**src/logic/fpar_pkg.sv**
```systemverilog
// Purpose: Constants and types for the fault protection and auto-restart sequencer.
// Assumes: Clock at 20 MHz; comparator inputs are asynchronous levels.
// Notes: Thresholds themselves live in the analog comparators.
package fpar_pkg;
  localparam int unsigned CLK_HZ = 20_000_000;
  localparam int unsigned OVLD_TIME_MS = 56;
  localparam int unsigned OVOLT_DEB_US = 150;
  // The overload window is a least time, so the timer compare is strict.
  localparam int unsigned OVLD_CYCLES = (OVLD_TIME_MS * (CLK_HZ / 1000));
  localparam int unsigned OVOLT_CYCLES = (OVOLT_DEB_US * (CLK_HZ / 1000) + 999) / 1000;
  localparam int unsigned OVLD_CW = 21;
  localparam int unsigned OVOLT_CW = 12;
  localparam logic [OVLD_CW-1:0] OVLD_LIMIT = OVLD_CW'(OVLD_CYCLES);
  localparam logic [OVOLT_CW-1:0] OVOLT_LIMIT = OVOLT_CW'(OVOLT_CYCLES);

  typedef enum logic [2:0] {
    FPAR_ST_CHARGE = 3'b000,
    FPAR_ST_RUN = 3'b001,
    FPAR_ST_FAULT_FALL = 3'b010,
    FPAR_ST_FAULT_SLOW = 3'b011,
    FPAR_ST_LOCKOUT_STOP = 3'b100
  } fpar_state_t;
endpackage

```
**src/logic/fpar_sync.sv**
```systemverilog
// Purpose: Two flip-flop synchroniser for one asynchronous level.
// Assumes: Input is a comparator output from outside the clock domain.
// Notes: The first stage is read only by the second stage.
`timescale 1ns/1ps
`default_nettype none
module fpar_sync (
  // Clock and reset
  input wire logic clk,
  input wire logic rst_n,
  // Level
  input wire logic d_async,
  output logic q
);
  logic meta_reg;
  always_ff @(posedge clk) begin
    if (!rst_n) begin
      meta_reg <= 1'b0;
      q <= 1'b0;
    end else begin
      meta_reg <= d_async;
      q <= meta_reg;
    end
  end
endmodule
`default_nettype wire

```
**src/logic/fpar_top.sv**
```systemverilog
// Purpose: Overload, over-voltage and over-temperature protection with two-level lockout.
// Assumes: Comparator flags arrive asynchronously; switch driver obeys switch_en.
// Notes: Reset brings the block up in the charge state with switching off.
// What this block does
// - Feedback above 4.6 V for over 56 ms triggers overload protection.
// - Supply reaching 28 V triggers over-voltage protection.
// - Over-voltage must persist about 150 us before protection asserts.
// - Die above about 140 C triggers over-temperature protection, switch held off.
// - Over-temperature releases only after die cools 25 C below trip.
// - Any protection trigger starts the two-level lockout sequence.
// - Without protection, supply at 6 V stops switching and starts recharge.
// - Any protection trigger stops switching at once.
// - In a fault, supply at 9 V enters very-low-current mode.
// - In a fault, supply at 6 V clears overload and over-voltage protection and starts recharge.
// - After recharge, switching resumes when supply reaches 12 V.
// - Every protection auto-restarts; switch stays off until lockout ends and, for over-temperature, the die cools to release.
`timescale 1ns/1ps
`default_nettype none
module fpar_top (
  // Clock and reset
  input wire logic clk,
  input wire logic rst_n,
  // Asynchronous comparator flags
  input wire logic feedback_level_high,
  input wire logic vdd_above_28v,
  input wire logic vdd_above_12v,
  input wire logic vdd_above_9v,
  input wire logic vdd_above_6v,
  input wire logic temp_above_trip,
  input wire logic temp_above_release,
  // Controls to switch driver and supply path
  output logic switch_en,
  output logic low_current_mode,
  output logic high_voltage_startup_en,
  // Status
  output logic overload_protect,
  output logic supply_overvolt_protect,
  output logic overtemp_protect,
  output logic fault_active
);
  // ----------------------------------------------------------------
  // Synchronisers
  // ----------------------------------------------------------------
  // The comparators are slow next to the clock, so two flops per flag cost
  // nothing in reaction time and keep metastable levels out of the sequencer.
  logic feedback_s;
  logic ov_s;
  logic v12_s;
  logic v9_s;
  logic v6_s;
  logic tt_s;
  logic tr_s;

  fpar_sync u_feedback (
    .clk(clk),
    .rst_n(rst_n),
    .d_async(feedback_level_high),
    .q(feedback_s)
  );

  fpar_sync u_ov (
    .clk(clk),
    .rst_n(rst_n),
    .d_async(vdd_above_28v),
    .q(ov_s)
  );

  fpar_sync u_12 (
    .clk(clk),
    .rst_n(rst_n),
    .d_async(vdd_above_12v),
    .q(v12_s)
  );

  fpar_sync u_9 (
    .clk(clk),
    .rst_n(rst_n),
    .d_async(vdd_above_9v),
    .q(v9_s)
  );

  fpar_sync u_6 (
    .clk(clk),
    .rst_n(rst_n),
    .d_async(vdd_above_6v),
    .q(v6_s)
  );

  fpar_sync u_tt (
    .clk(clk),
    .rst_n(rst_n),
    .d_async(temp_above_trip),
    .q(tt_s)
  );

  fpar_sync u_tr (
    .clk(clk),
    .rst_n(rst_n),
    .d_async(temp_above_release),
    .q(tr_s)
  );

  // ----------------------------------------------------------------
  // State
  // ----------------------------------------------------------------
  // All state lives in one record so that reset and update stay in one place.
  typedef struct packed {
    fpar_pkg::fpar_state_t st;
    logic [fpar_pkg::OVLD_CW-1:0] ovld_cnt;
    logic [fpar_pkg::OVOLT_CW-1:0] ovolt_cnt;
    logic ovld;
    logic ovolt;
    logic otp;
    logic sw;
    logic lowi;
    logic recharge;
  } fpar_regs_t;

  fpar_regs_t s_reg;
  fpar_regs_t s_next;
  logic ovld_trip;
  logic ovolt_trip;
  logic otp_trip;
  logic any_trip;

  // ----------------------------------------------------------------
  // Next state
  // ----------------------------------------------------------------
  always_comb begin
    s_next = s_reg;
    // Overload timer counts only while feedback is continuously high.
    // It saturates at the trip point, so a long overload cannot wrap it.
    ovld_trip = 1'b0;
    if (!feedback_s) begin
      s_next.ovld_cnt = '0;
    end else if (s_reg.ovld_cnt > fpar_pkg::OVLD_LIMIT) begin
      ovld_trip = 1'b1;
    end else begin
      s_next.ovld_cnt = s_reg.ovld_cnt + 1'b1;
    end
    // Debounce keeps switching noise spikes from tripping the over-voltage path.
    ovolt_trip = 1'b0;
    if (!ov_s) begin
      s_next.ovolt_cnt = '0;
    end else if (s_reg.ovolt_cnt >= fpar_pkg::OVOLT_LIMIT) begin
      ovolt_trip = 1'b1;
    end else begin
      s_next.ovolt_cnt = s_reg.ovolt_cnt + 1'b1;
    end
    // Temperature needs no debounce: the die cannot change in a clock period.
    otp_trip = tt_s;
    // Trips only count while switching; in the other states they are moot.
    any_trip = (ovld_trip || ovolt_trip || otp_trip) && (s_reg.st == fpar_pkg::FPAR_ST_RUN);
    // Over-temperature flag holds until the release comparator drops.
    if (s_reg.otp && !tr_s && !tt_s) begin
      s_next.otp = 1'b0;
    end
    case (s_reg.st)
      fpar_pkg::FPAR_ST_CHARGE: begin
        s_next.sw = 1'b0;
        s_next.lowi = 1'b0;
        s_next.recharge = 1'b1;
        // A hot die blocks restart even when the supply is ready.
        if (v12_s && !s_reg.otp) begin
          s_next.st = fpar_pkg::FPAR_ST_RUN;
          s_next.sw = 1'b1;
          s_next.recharge = 1'b0;
        end
      end
      fpar_pkg::FPAR_ST_RUN: begin
        // A trip wins over a low supply so the slow discharge profile is used.
        if (any_trip) begin
          s_next.st = fpar_pkg::FPAR_ST_FAULT_FALL;
          s_next.sw = 1'b0;
          s_next.ovld = ovld_trip;
          s_next.ovolt = ovolt_trip;
          s_next.otp = s_reg.otp || otp_trip;
        end else if (!v6_s) begin
          s_next.st = fpar_pkg::FPAR_ST_CHARGE;
          s_next.sw = 1'b0;
          s_next.recharge = 1'b1;
        end
      end
      fpar_pkg::FPAR_ST_FAULT_FALL: begin
        s_next.sw = 1'b0;
        if (!v9_s) begin
          s_next.st = fpar_pkg::FPAR_ST_FAULT_SLOW;
          s_next.lowi = 1'b1;
        end
      end
      fpar_pkg::FPAR_ST_FAULT_SLOW: begin
        s_next.sw = 1'b0;
        // The temperature flag survives here; it gates the restart instead.
        if (!v6_s) begin
          s_next.st = fpar_pkg::FPAR_ST_CHARGE;
          s_next.lowi = 1'b0;
          s_next.recharge = 1'b1;
          s_next.ovld = 1'b0;
          s_next.ovolt = 1'b0;
        end
      end
      default: begin
        // Unused codes fall back to charging with the switch off.
        s_next.st = fpar_pkg::FPAR_ST_CHARGE;
        s_next.sw = 1'b0;
        s_next.lowi = 1'b0;
        s_next.recharge = 1'b1;
      end
    endcase
  end

  // ----------------------------------------------------------------
  // Registers
  // ----------------------------------------------------------------
  always_ff @(posedge clk) begin
    if (!rst_n) begin
      s_reg <= '{st: fpar_pkg::FPAR_ST_CHARGE, ovld_cnt: '0, ovolt_cnt: '0, ovld: 1'b0,
                 ovolt: 1'b0, otp: 1'b0, sw: 1'b0, lowi: 1'b0, recharge: 1'b1};
    end else begin
      s_reg <= s_next;
    end
  end

  // ----------------------------------------------------------------
  // Outputs
  // ----------------------------------------------------------------
  // Every output is a plain copy of a register bit, so no glitch reaches a pin.
  always_comb begin
    switch_en = s_reg.sw;
    low_current_mode = s_reg.lowi;
    high_voltage_startup_en = s_reg.recharge;
    overload_protect = s_reg.ovld;
    supply_overvolt_protect = s_reg.ovolt;
    overtemp_protect = s_reg.otp;
    fault_active = s_reg.st[1];
  end
endmodule
`default_nettype wire

```
**config.mk**
```make
export PLATFORM = sky130hd
export DESIGN_NAME = fpar_top
export DESIGN_NICKNAME = d
export VERILOG_FILES = /design/src/logic/fpar_pkg.sv /design/src/logic/fpar_sync.sv /design/src/logic/fpar_top.sv
export SDC_FILE = /design/constraint.sdc
export NUM_CORES = 1
export LEC_CHECK = 0
export ABC_AREA = 0
export BUFFER_PORTS_ARGS = -buffer_cell sky130_fd_sc_hd__buf_4
export CORE_ASPECT_RATIO = 0.8
export CORE_MARGIN = 1.5
export CORE_UTILIZATION = 30
export DETAILED_ROUTE_END_ITERATION = 10
export PLACE_DENSITY_LB_ADDON = 0.2
export SYNTH_ARGS = -nofsm -noshare
export SYNTH_HDL_FRONTEND = slang
export SYNTH_SLANG_ARGS = --single-unit
export TNS_END_PERCENT = 5
```
**constraint.sdc**
```tcl
create_clock -name clk -period 5.8 [get_ports clk]
set_input_delay 1.16 -clock clk [delete_from_list [all_inputs] [get_ports clk]]
set_output_delay 1.16 -clock clk [all_outputs]
set_load 0.02 [all_outputs]
```
### Word level (Yosys, flattened, before mapping)

Index checks and enable logic that the tools add are counted.

| storage, ports and cells | value |
|---|---|
| memory bits (writable) | 0 |
| output and inout bits | 7 |
| bits in latches | 0 |
| bits in registers | 56 |
| bits in read-only memories | 0 |
| memories | 0 |
| bits of input ports | 9 |

| cells by class | value |
|---|---|
| muxes and demuxes | 25 |
| $add $sub $neg | 2 |
| bitwise gates (word level) | 2 |
| order comparisons | 2 |
| multipliers | 0 |
| divide/modulo/power cells | 0 |
| shift-type cells | 0 |
| reductions and logical operators | 18 |
| equality and inequality tests | 10 |

Operators with widths:

| kind | number |
|---|---|
| adder 21 x 1 -> 21 bit, second input constant | 1 |
| > comparator 21 bit, second input constant | 1 |
| 2-to-1 mux 3 bit | 5 |
| 2-to-1 mux 1 bit | 13 |
| adder 12 x 1 -> 12 bit, second input constant | 1 |
| greater-or-equal comparator 12 bit, second input constant | 1 |
| inequality test 2 bit, second input constant | 6 |
| one-hot mux 3 bit (4 select lines) | 1 |
| equality test 3 x 2 -> 1 bit, second input constant | 2 |
| AND reduction 2 bit | 3 |
| AND reduction 3 bit | 2 |
| logical AND 1 bit | 4 |
| 2-to-1 mux 2 bit | 2 |
| one-hot mux 1 bit (4 select lines) | 1 |
| one-hot mux 2 bit (2 select lines) | 1 |
| AND reduction 4 bit | 1 |
| equality test 3 x 1 -> 1 bit, second input constant | 1 |
| zero test 1 bit | 3 |
| zero test 3 bit | 1 |
| logical OR 1 bit | 3 |
| inequality test 3 bit, second input constant | 1 |
| one-hot mux 1 bit (3 select lines) | 1 |
| NOT 1 bit | 2 |
| one-hot mux 1 bit (2 select lines) | 1 |
| nonzero test 2 bit | 1 |

### Depth between registers and ports, before layout

Gate-level depths: netlist of the first run.

| logic depth | value |
|---|---|
| depth in word-level cells | 8 |
| depth in mapped cells | 8 |
| mapped depth without buffers | 7 |

### Hierarchy

Synthesis of the first run repeated with hierarchy kept, for this count alone.

| second synthesis, totals | value |
|---|---|
| cells, all modules | 267 |
| area, all modules | 2,401.1 µm² |

Modules (own cells, without submodules):

| module | instances | cells an instance | area each (µm²) |
|---|---|---|---|
| fpar_top | 1 | 239 | 2,033.2 |
| fpar_sync | 7 | 4 | 52.6 |

### Least setup slack after synthesis of the first run

No wires, ideal clock.

| timing | value |
|---|---|
| kind | reg2reg |
| start | register s_reg[23] in the netlist's numbering |
| end | register s_reg, in the netlist fault_active |
| slack | 3.647 ns |
| clock period less this slack | 2.153 ns |
| arrival | 2.036 ns |
| stages on the path, launching flop included | 6 |
| required time | 5.683 ns |
| path through | dfxtp_1 -> or4_4 -> nor4_4 -> o21ai_2 -> a221o_2 -> a32o_1 |

| on the way | value |
|---|---|
| longest elaborated chain between the ends | 8 |

Ends and longest elaborated chain:

| what | line | source |
|---|---|---|
| start, declared | fpar_top.sv:119 | `fpar_regs_t s_reg;` |
| start signal, assigned | fpar_top.sv:217 | `s_reg <= '{st: fpar_pkg::FPAR_ST_CHARGE, ovld_cnt: '0, ovolt_cnt: '0, ovld: 1'b0,` |
| start signal, assigned | fpar_top.sv:220 | `s_reg <= s_next;` |
| > comparator 21 bit | fpar_top.sv:136 | `end else if (s_reg.ovld_cnt > fpar_pkg::OVLD_LIMIT) begin` |
| 2-to-1 mux 1 bit | fpar_top.sv:136 |  |
| 2-to-1 mux 1 bit | fpar_top.sv:134 | `if (!feedback_s) begin` |
| logical OR 1 bit (2 in series) | fpar_top.sv:153 | `any_trip = (ovld_trip \|\| ovolt_trip \|\| otp_trip) && (s_reg.st == fpar_pkg::FPAR_ST_RUN);` |
| logical AND 1 bit | fpar_top.sv:153 |  |
| 2-to-1 mux 3 bit | fpar_top.sv:172 | `if (any_trip) begin` |
| one-hot mux 3 bit (4 select lines) | fpar_top.sv:158 | `case (s_reg.st)` |

No other way between the ends.
A chain may end at the register's enable or synchronous reset.

### Final worst setup path of the first run

| timing | value |
|---|---|
| start | register s_reg[23] in the netlist's numbering |
| end | register s_reg[35] in the netlist's numbering |

| on the way | value |
|---|---|
| longest elaborated chain between the ends | 1 |
| elaborated cells between the ends (all ways) | 2 |
| classes of those cells | add/sub: 1; order compare: 1 |

Ends and longest elaborated chain:

| what | line |
|---|---|
| adder 21 x 1 -> 21 bit / > comparator 21 bit (equally long branches) | fpar_top.sv:139, fpar_top.sv:136 |

Several ways; a longest one is shown, not always the timed one.

==> key figures, run 1 <==
Min path
  – Hold wc startpoint: u_6.meta_reg
  – Hold crit path type: flip-flop to flip-flop

Synthesis
  – Mux cell area share after synthesis: 0.0167
  – Part of the Yosys area used for sequential elements: 0.453
  – Synthesized netlist net count: 290
  – Instance count of the mapped netlist: approximately 280
  – Number of distinct standard cells referenced by the synthesized netlist: 49
  – Mean post-synth cell area: roughly 8.9 sq um
  – Seq cells post-synth: 56
  – Number of flops mapped to enable cells by yosys: 0
  – Post-synth ARST share: 0
  – Netlist area before placement: 2470 sq um
  – Share of synthesized cell area in full adder, half adder and majority cells: 0.0243
  – Post-synthesis share of cell area spent on xor and xnor gates: 0.0425
  – Most common flop cell mapped by yosys: dfxtp_1
  – Area fraction in compound gates after synthesis: 0.170
  – Yosys warning total: 0
  – Main combinational cell family by area after synthesis: simple AND/OR/NAND/NOR gates
  – Simple-gate area share of the yosys netlist: 0.265

Die
  – Placeable core area: 7950 sq um
  – DIE WIDTH: about 100 um
  – Die height: 84.2 um
  – Initial cell density of the core: 0.311
  – Die Area: between 8000 and 9000 sq um
  – Ports placed on the boundary: 16
  – Total number of placement rows: 29

STA
  – Achievable Freq: between 400 and 500 MHz
  – Total negative setup slack: 0 ns
  – Max Clock Skew: ~0.007 ns
  – Number of failing hold endpoints at the final stage: 0
  – Final Max Tran Viols: 0
  – Post-route fraction of the period consumed by the critical path: 0.424
  – Number of failing setup endpoints in the final timing report: 0
  – Unrepaired setup endpoints after global routing: no
  – Time the worst path needs with I/O delays and setup: between 2 and 2.5 ns
  – Slew of the pin with the lowest slew margin: just under 0.7 ns
  – Max-slew headroom: 0.541

Clocking
  – Cts-stage hold buffer count: 0
  – CTS max path bufs: 2
  – Number of resized instances in the post-cts repair step: 0
  – Clock network latency to the later pin of the worst-skew pair: 0.30 ns
  – Postcts setup bufs: 0
  – Num CTS Buffers: 5
  – TritonCTS Sinks: 56
  – Root Buffer Master: clkbuf_8
  – CTS tree: yes
  – Count of H-tree levels built during CTS: 2
  – CTS clock-pin slew for the worst setup and hold paths: roughly 0.090 ns

Setup path
  – Count of buffer and inverter cells on the critical path: 0
  – Worst flop-to-flop path startpoint: s_reg[23]
  – Cells along the critical path: or4_4 -> nor4_4 -> o211ai_2 -> or4_1 -> a21oi_1
  – CP Capture Type: flip-flop
  – Classification of the worst setup path: flip-flop to flip-flop
  – Start point of the critical path: s_reg[23]
  – Worst path required time: 6.02 ns
  – Largest stage delay, worst path: 0.58 ns
  – Worst path arrival time: about 2.7 ns
  – Slowest stage cell on the critical path: or4_1
  – Startpoint types: flip-flop
  – Worst-path maximum fanout: 15
  – Gate family responsible for the most delay along the worst path: simple AND/OR/NAND/NOR gates
  – Setup slack of the most critical reg-to-reg path: between 3 and 4 ns

Global routing
  – Vias in the first global route: ~1800
  – Number of antenna violations at the first check in global routing: 0
  – Gr ovfl total: 0
  – Total track usage: 0.116
  – Pin count of the biggest net entering global routing: 25
  – Global-route wire length before repair: 8400 um

Run
  – Max-cap violations: 0

Pwr
  – Maximum resistive drop on vdd: around 0.11 mV
  – Total power density per cell area: ~250 nW/um^2
  – Static leakage: approximately 0.9 nW

Finish
  – Fin area: between 2000 and 3000 sq um
  – Most common cell after layout, fill and taps aside: dfxtp_1
  – Fraction of layout instances using a drive strength above 1: 0.114
  – Antenna fix cells: 0
  – Final-stage net count: 302
  – Most frequent cells in the layout: 56 x dfxtp_1, 25 x nor2_1, 24 x nand2_1
  – Number of flip-flops in the largest register: 35
  – Area growth, synth to finish: 13.6%

Routing
  – Vias per std cell: around 4.7
  – DRC marker count from the first detailed-route iteration: 100
  – WL/cell: ~12 um
  – Vias after detailed routing: between 1500 and 2000
  – Final antenna-violating net count: 0
  – Sum of routed wire length over all layers: approximately 4700 um
  – Detailed-route DRC error count: 0
  – Iteration count of the initial detailed-routing pass: 4

Place
  – Placer Congestion: around 0.7
  – Port bufs: 15
  – Standard cell area after detailed placement: 2680 sq um
  – HPWL reported at the end of detailed placement: around 3200 um

Status
  – Outcome: finished, final reports clean
==> synth_stat cells, types with 3 or more instances <==
cell type  number  area, sq um
dfxtp_1        56         1120
nor2_1         25         93.8
nand2_1        24         90.1
o21ai_0        18         90.1
a21oi_1        17         85.1
and2_1         16          100
or3_1          15         93.8
nand3_1        13         65.1
xnor2_1        10         87.6
clkbuf_1        7         26.3
inv_1           7         26.3
nor3_1          5         25.0
ha_1            4         50.1
nand2b_1        4         25.0
o31ai_1         4         30.0
or4_1           4         30.0
a31oi_1         3         18.8
and3_1          3         18.8
mux2i_1         3         30.0
==> worst reg2reg max path: stages (launching register included) <==
cell,delay [ns]
dfxtp_1,0.35
or4_4,0.56
nor4_4,0.43
o211ai_2,0.32
or4_1,0.58
a21oi_1,0.15
==> path summary, 6_finish.rpt <==
check                            endpoint  depth (start not counted)
worst max register to register  s_reg[35]                          5
worst min-delay path                u_6.q                          1
worst max-delay path            s_reg[35]                          5
worst min register to register      u_6.q                          1
==> metal layers <==
metal	global-route usage	vias up	wire, um
met5	0	-	0
met4	0.0341	0	39
met3	0.0272	4	141
met2	0.173	30	1940
met1	0.167	839	2580
li1	-	1007	-
==> logic make-up (layout without fill, tap and decap cells) <==
| logic type | after synthesis | in the layout |
|---|---|---|
| xor+xnor | 12 | 12 |
| flops | 56 | 56 |
| compound gates | 60 | 60 |
| buf+inv | 17 | 29 |
| mux | 4 | 4 |
| fa+ha+maj | 5 | 5 |
| simple gates | 122 | 122 |
| other cells | 1 | 1 |
==> area by class of cell <==
cell class                 instances  area, sq um
tap                              108          135
clock inverter                     2         60.1
clock buffer                       5         68.8
sequential                        56         1120
timing repair buffer              15          113
inverter                           7         26.3
fill                             821         5140
multi-input combinational        204         1280
==> report_power, final <==
group          switching, mW  total [mW]  leakage [nW]  internal, mW
Combinational        0.00935      0.0182         0.385       0.00883
Clock                  0.119       0.289        0.0642         0.170
Sequential           0.00311       0.393         0.455         0.390
==> metrics by stage <==
stage	hold WS, ns	cells	utilization	worst slack [ns]	total power, mW
final	0.439	397	0.353	3.34	0.700
after global routing	0.468	397	0.353	3.22	0.736
after CTS	0.442	397	0.353	3.33	0.716
after detailed placement	0.418	390	0.337	3.16	0.420
after global placement	0.415	390	0.337	3.17	0.420
after floorplan	0.412	277	-	3.65	0.413
(Power assumes the default switching activity.)
==> run 2: changes to the inputs <==
- clock period: 5.8 -> 2.4 ns (I/O delays scaled with it)
==> run 2 against run 1 <==
Net effect: die area unchanged; fmax up 9.8%; combinational power rose by 150%; via count grew 3.1%; clock-buffer cell count did not move; final cell count grew 2.5%; critical path depth rose by 1; worst setup slack got worse by 3.2 ns; routed wire length up 3.6%; core utilization grew 0.44 points; global-route usage rose by 0.15 points; total power is 120% higher; largest power group unchanged; highest routed layer unchanged.
==> key figures, run 2 (synthesis results as in run 1) <==
Status
  – Outcome: finished, final reports clean

Clocking
  – Root Buffer Master: clkbuf_8
  – Number of resized instances in the post-cts repair step: 0
  – Num CTS Buffers: 5
  – CTS clock-pin slew for the worst setup and hold paths: about 0.11 ns
  – Postcts setup bufs: 0
  – CTS max path bufs: 2
  – TritonCTS Sinks: 56
  – Clock network latency to the later pin of the worst-skew pair: approximately 0.31 ns
  – Cts-stage hold buffer count: 0
  – Count of H-tree levels built during CTS: 2
  – CTS tree: yes

Pwr
  – Maximum resistive drop on vdd: 0.235 mV
  – Total power density per cell area: 543 nW/um^2
  – Seq pwr share: 0.616
  – Combinational share of power: 0.029
  – Switching portion of total power: 0.236
  – Post-layout power: around 1.5 mW
  – Internal portion of total power: 1.18 mW
  – Switching component of the power: around 0.36 mW
  – Static leakage: about 0.93 nW
  – Clock network fraction of design power: 0.355

Routing
  – Final antenna-violating net count: 0
  – DRC marker count from the first detailed-route iteration: 58
  – Detailed-route DRC error count: 0
  – Vias per std cell: between 4 and 5
  – Sum of routed wire length over all layers: 4870 um
  – Vias after detailed routing: 1938
  – Iteration count of the initial detailed-routing pass: 4
  – WL/cell: ~12 um

Min path
  – Hold-critical path depth: 2
  – Hold crit path type: input pin to flip-flop

STA
  – Number of failing hold endpoints at the final stage: 0
  – Max Clock Skew: roughly 0.0092 ns
  – Number of failing setup endpoints in the final timing report: 0
  – Total negative setup slack: 0 ns
  – Achievable Freq: ~450 MHz
  – Final Max Tran Viols: 0
  – Time the worst path needs with I/O delays and setup: about 2.2 ns
  – Post-route fraction of the period consumed by the critical path: 0.933
  – Worst-case hold slack: 0.363 ns
  – Unrepaired setup endpoints after global routing: no

Finish
  – Area growth, synth to finish: 15.0%
  – Most common cell after layout, fill and taps aside: dfxtp_1
  – Antenna fix cells: 0
  – Fraction of layout instances using a drive strength above 1: 0.144
  – Most frequent cells in the layout: 56 x dfxtp_1, 25 x nor2_1, 24 x nand2_1, 24 x buf_4, 18 x o21ai_0
  – Sequential cell area in the final layout: around 1100 sq um
  – Final-stage net count: 311
  – Number of flip-flops in the largest register: 35
  – Multi-input gate area: between 1000 and 1500 sq um
  – Post-route non-filler standard cell count: approximately 400
  – Fin area: 2840 sq um
  – Total of fill cells in the finished design: around 820

Die
  – Die height: about 84 um
  – Die Area: between 8000 and 9000 sq um
  – Initial cell density of the core: 0.311
  – Total number of placement rows: 29
  – Placeable core area: a little under 8000 sq um
  – DIE WIDTH: between 100 and 150 um
  – Ports placed on the boundary: 16

Setup path
  – CP Capture Type: flip-flop
  – Worst path arrival time: 2.48 ns
  – Classification of the worst setup path: flip-flop to flip-flop
  – Startpoint types: flip-flop
  – Worst-path maximum fanout: 13
  – Worst path required time: 2.64 ns
  – Worst reg2reg path depth: 6

Place
  – Port bufs: 15
  – Cell total after placement: ~400
  – Standard cell area after detailed placement: approximately 2700 sq um
  – Placer Congestion: between 0.7 and 0.8
  – HPWL reported at the end of detailed placement: 3440 um

Run
  – Max-cap violations: 0

Global routing
  – Global-route wire length before repair: 8540 um
  – Gr ovfl total: 0
  – Number of antenna violations at the first check in global routing: 0
  – Vias in the first global route: between 1500 and 2000
  – Total track usage: 0.118
  – Pin count of the biggest net entering global routing: 25
-- run 2: changes by cell type in the layout (fill, tap and decap cells not counted), sizes merged --
cell / delta
bufinv: -2
buf: +9
inv: +1
clkinv: +1
clkinvlp: +1
-- run 2: final cells by class --
type                            instances  share of cell area
Clock buffer                            5              0.0242
Clock inverter                          3             0.00968
Inverter                                7             0.00924
Multi-Input combinational cell        204               0.452
Sequential cell                        56               0.394
Tap cell                              108              0.0475
Timing Repair Buffer                   24              0.0634
-- run 2: final timing paths --
| path | startpoint | to | slack, ns |
|---|---|---|---|
| max | s_reg[23] | s_reg[34] | 0.16 |
| max reg2reg | s_reg[23] | s_reg[34] | 0.16 |
| min | vdd_above_12v | u_12.meta_reg | 0.36 |
| min reg2reg | u_tt.meta_reg | u_tt.q | 0.44 |
-- run 2: stage by stage --
stage          setup slack (ns)   util
2_1_floorplan             0.247      -
3_3_place_gp              0.129  0.346
3_5_place_dp             0.0755  0.346
4_1_cts                  0.0455  0.358
5_1_grt                  0.0479  0.358
6_report                  0.160  0.358
-- run 2: metal layers --
layer  GRT usage  wire length (um)  vias to the layer above
met2       0.167              1900                       28
met5           0                 0                        -
met4      0.0354                42                        0
met1       0.175              2750                      881
li1            -                 -                     1024
met3      0.0287               172                        5
-- run 2: critical path: stages (launching register included) --
cell and delay, ns:
dfxtp_1 0.35, or4_4 0.55, nor4_4 0.24, buf_4 0.19, o211ai_2 0.23, or4_1 0.47
a21oi_1 0.14
-- run 2: power groups by stage --
stage          combinational, mW  clock (mW)  sequential (mW)
2_1_floorplan             0.0276           0            0.969
3_3_place_gp              0.0450           0            0.971
3_5_place_dp              0.0457           0            0.972
4_1_cts                   0.0458       0.570            0.950
5_1_grt                   0.0517       0.610            0.953
6_report                  0.0449       0.548            0.950
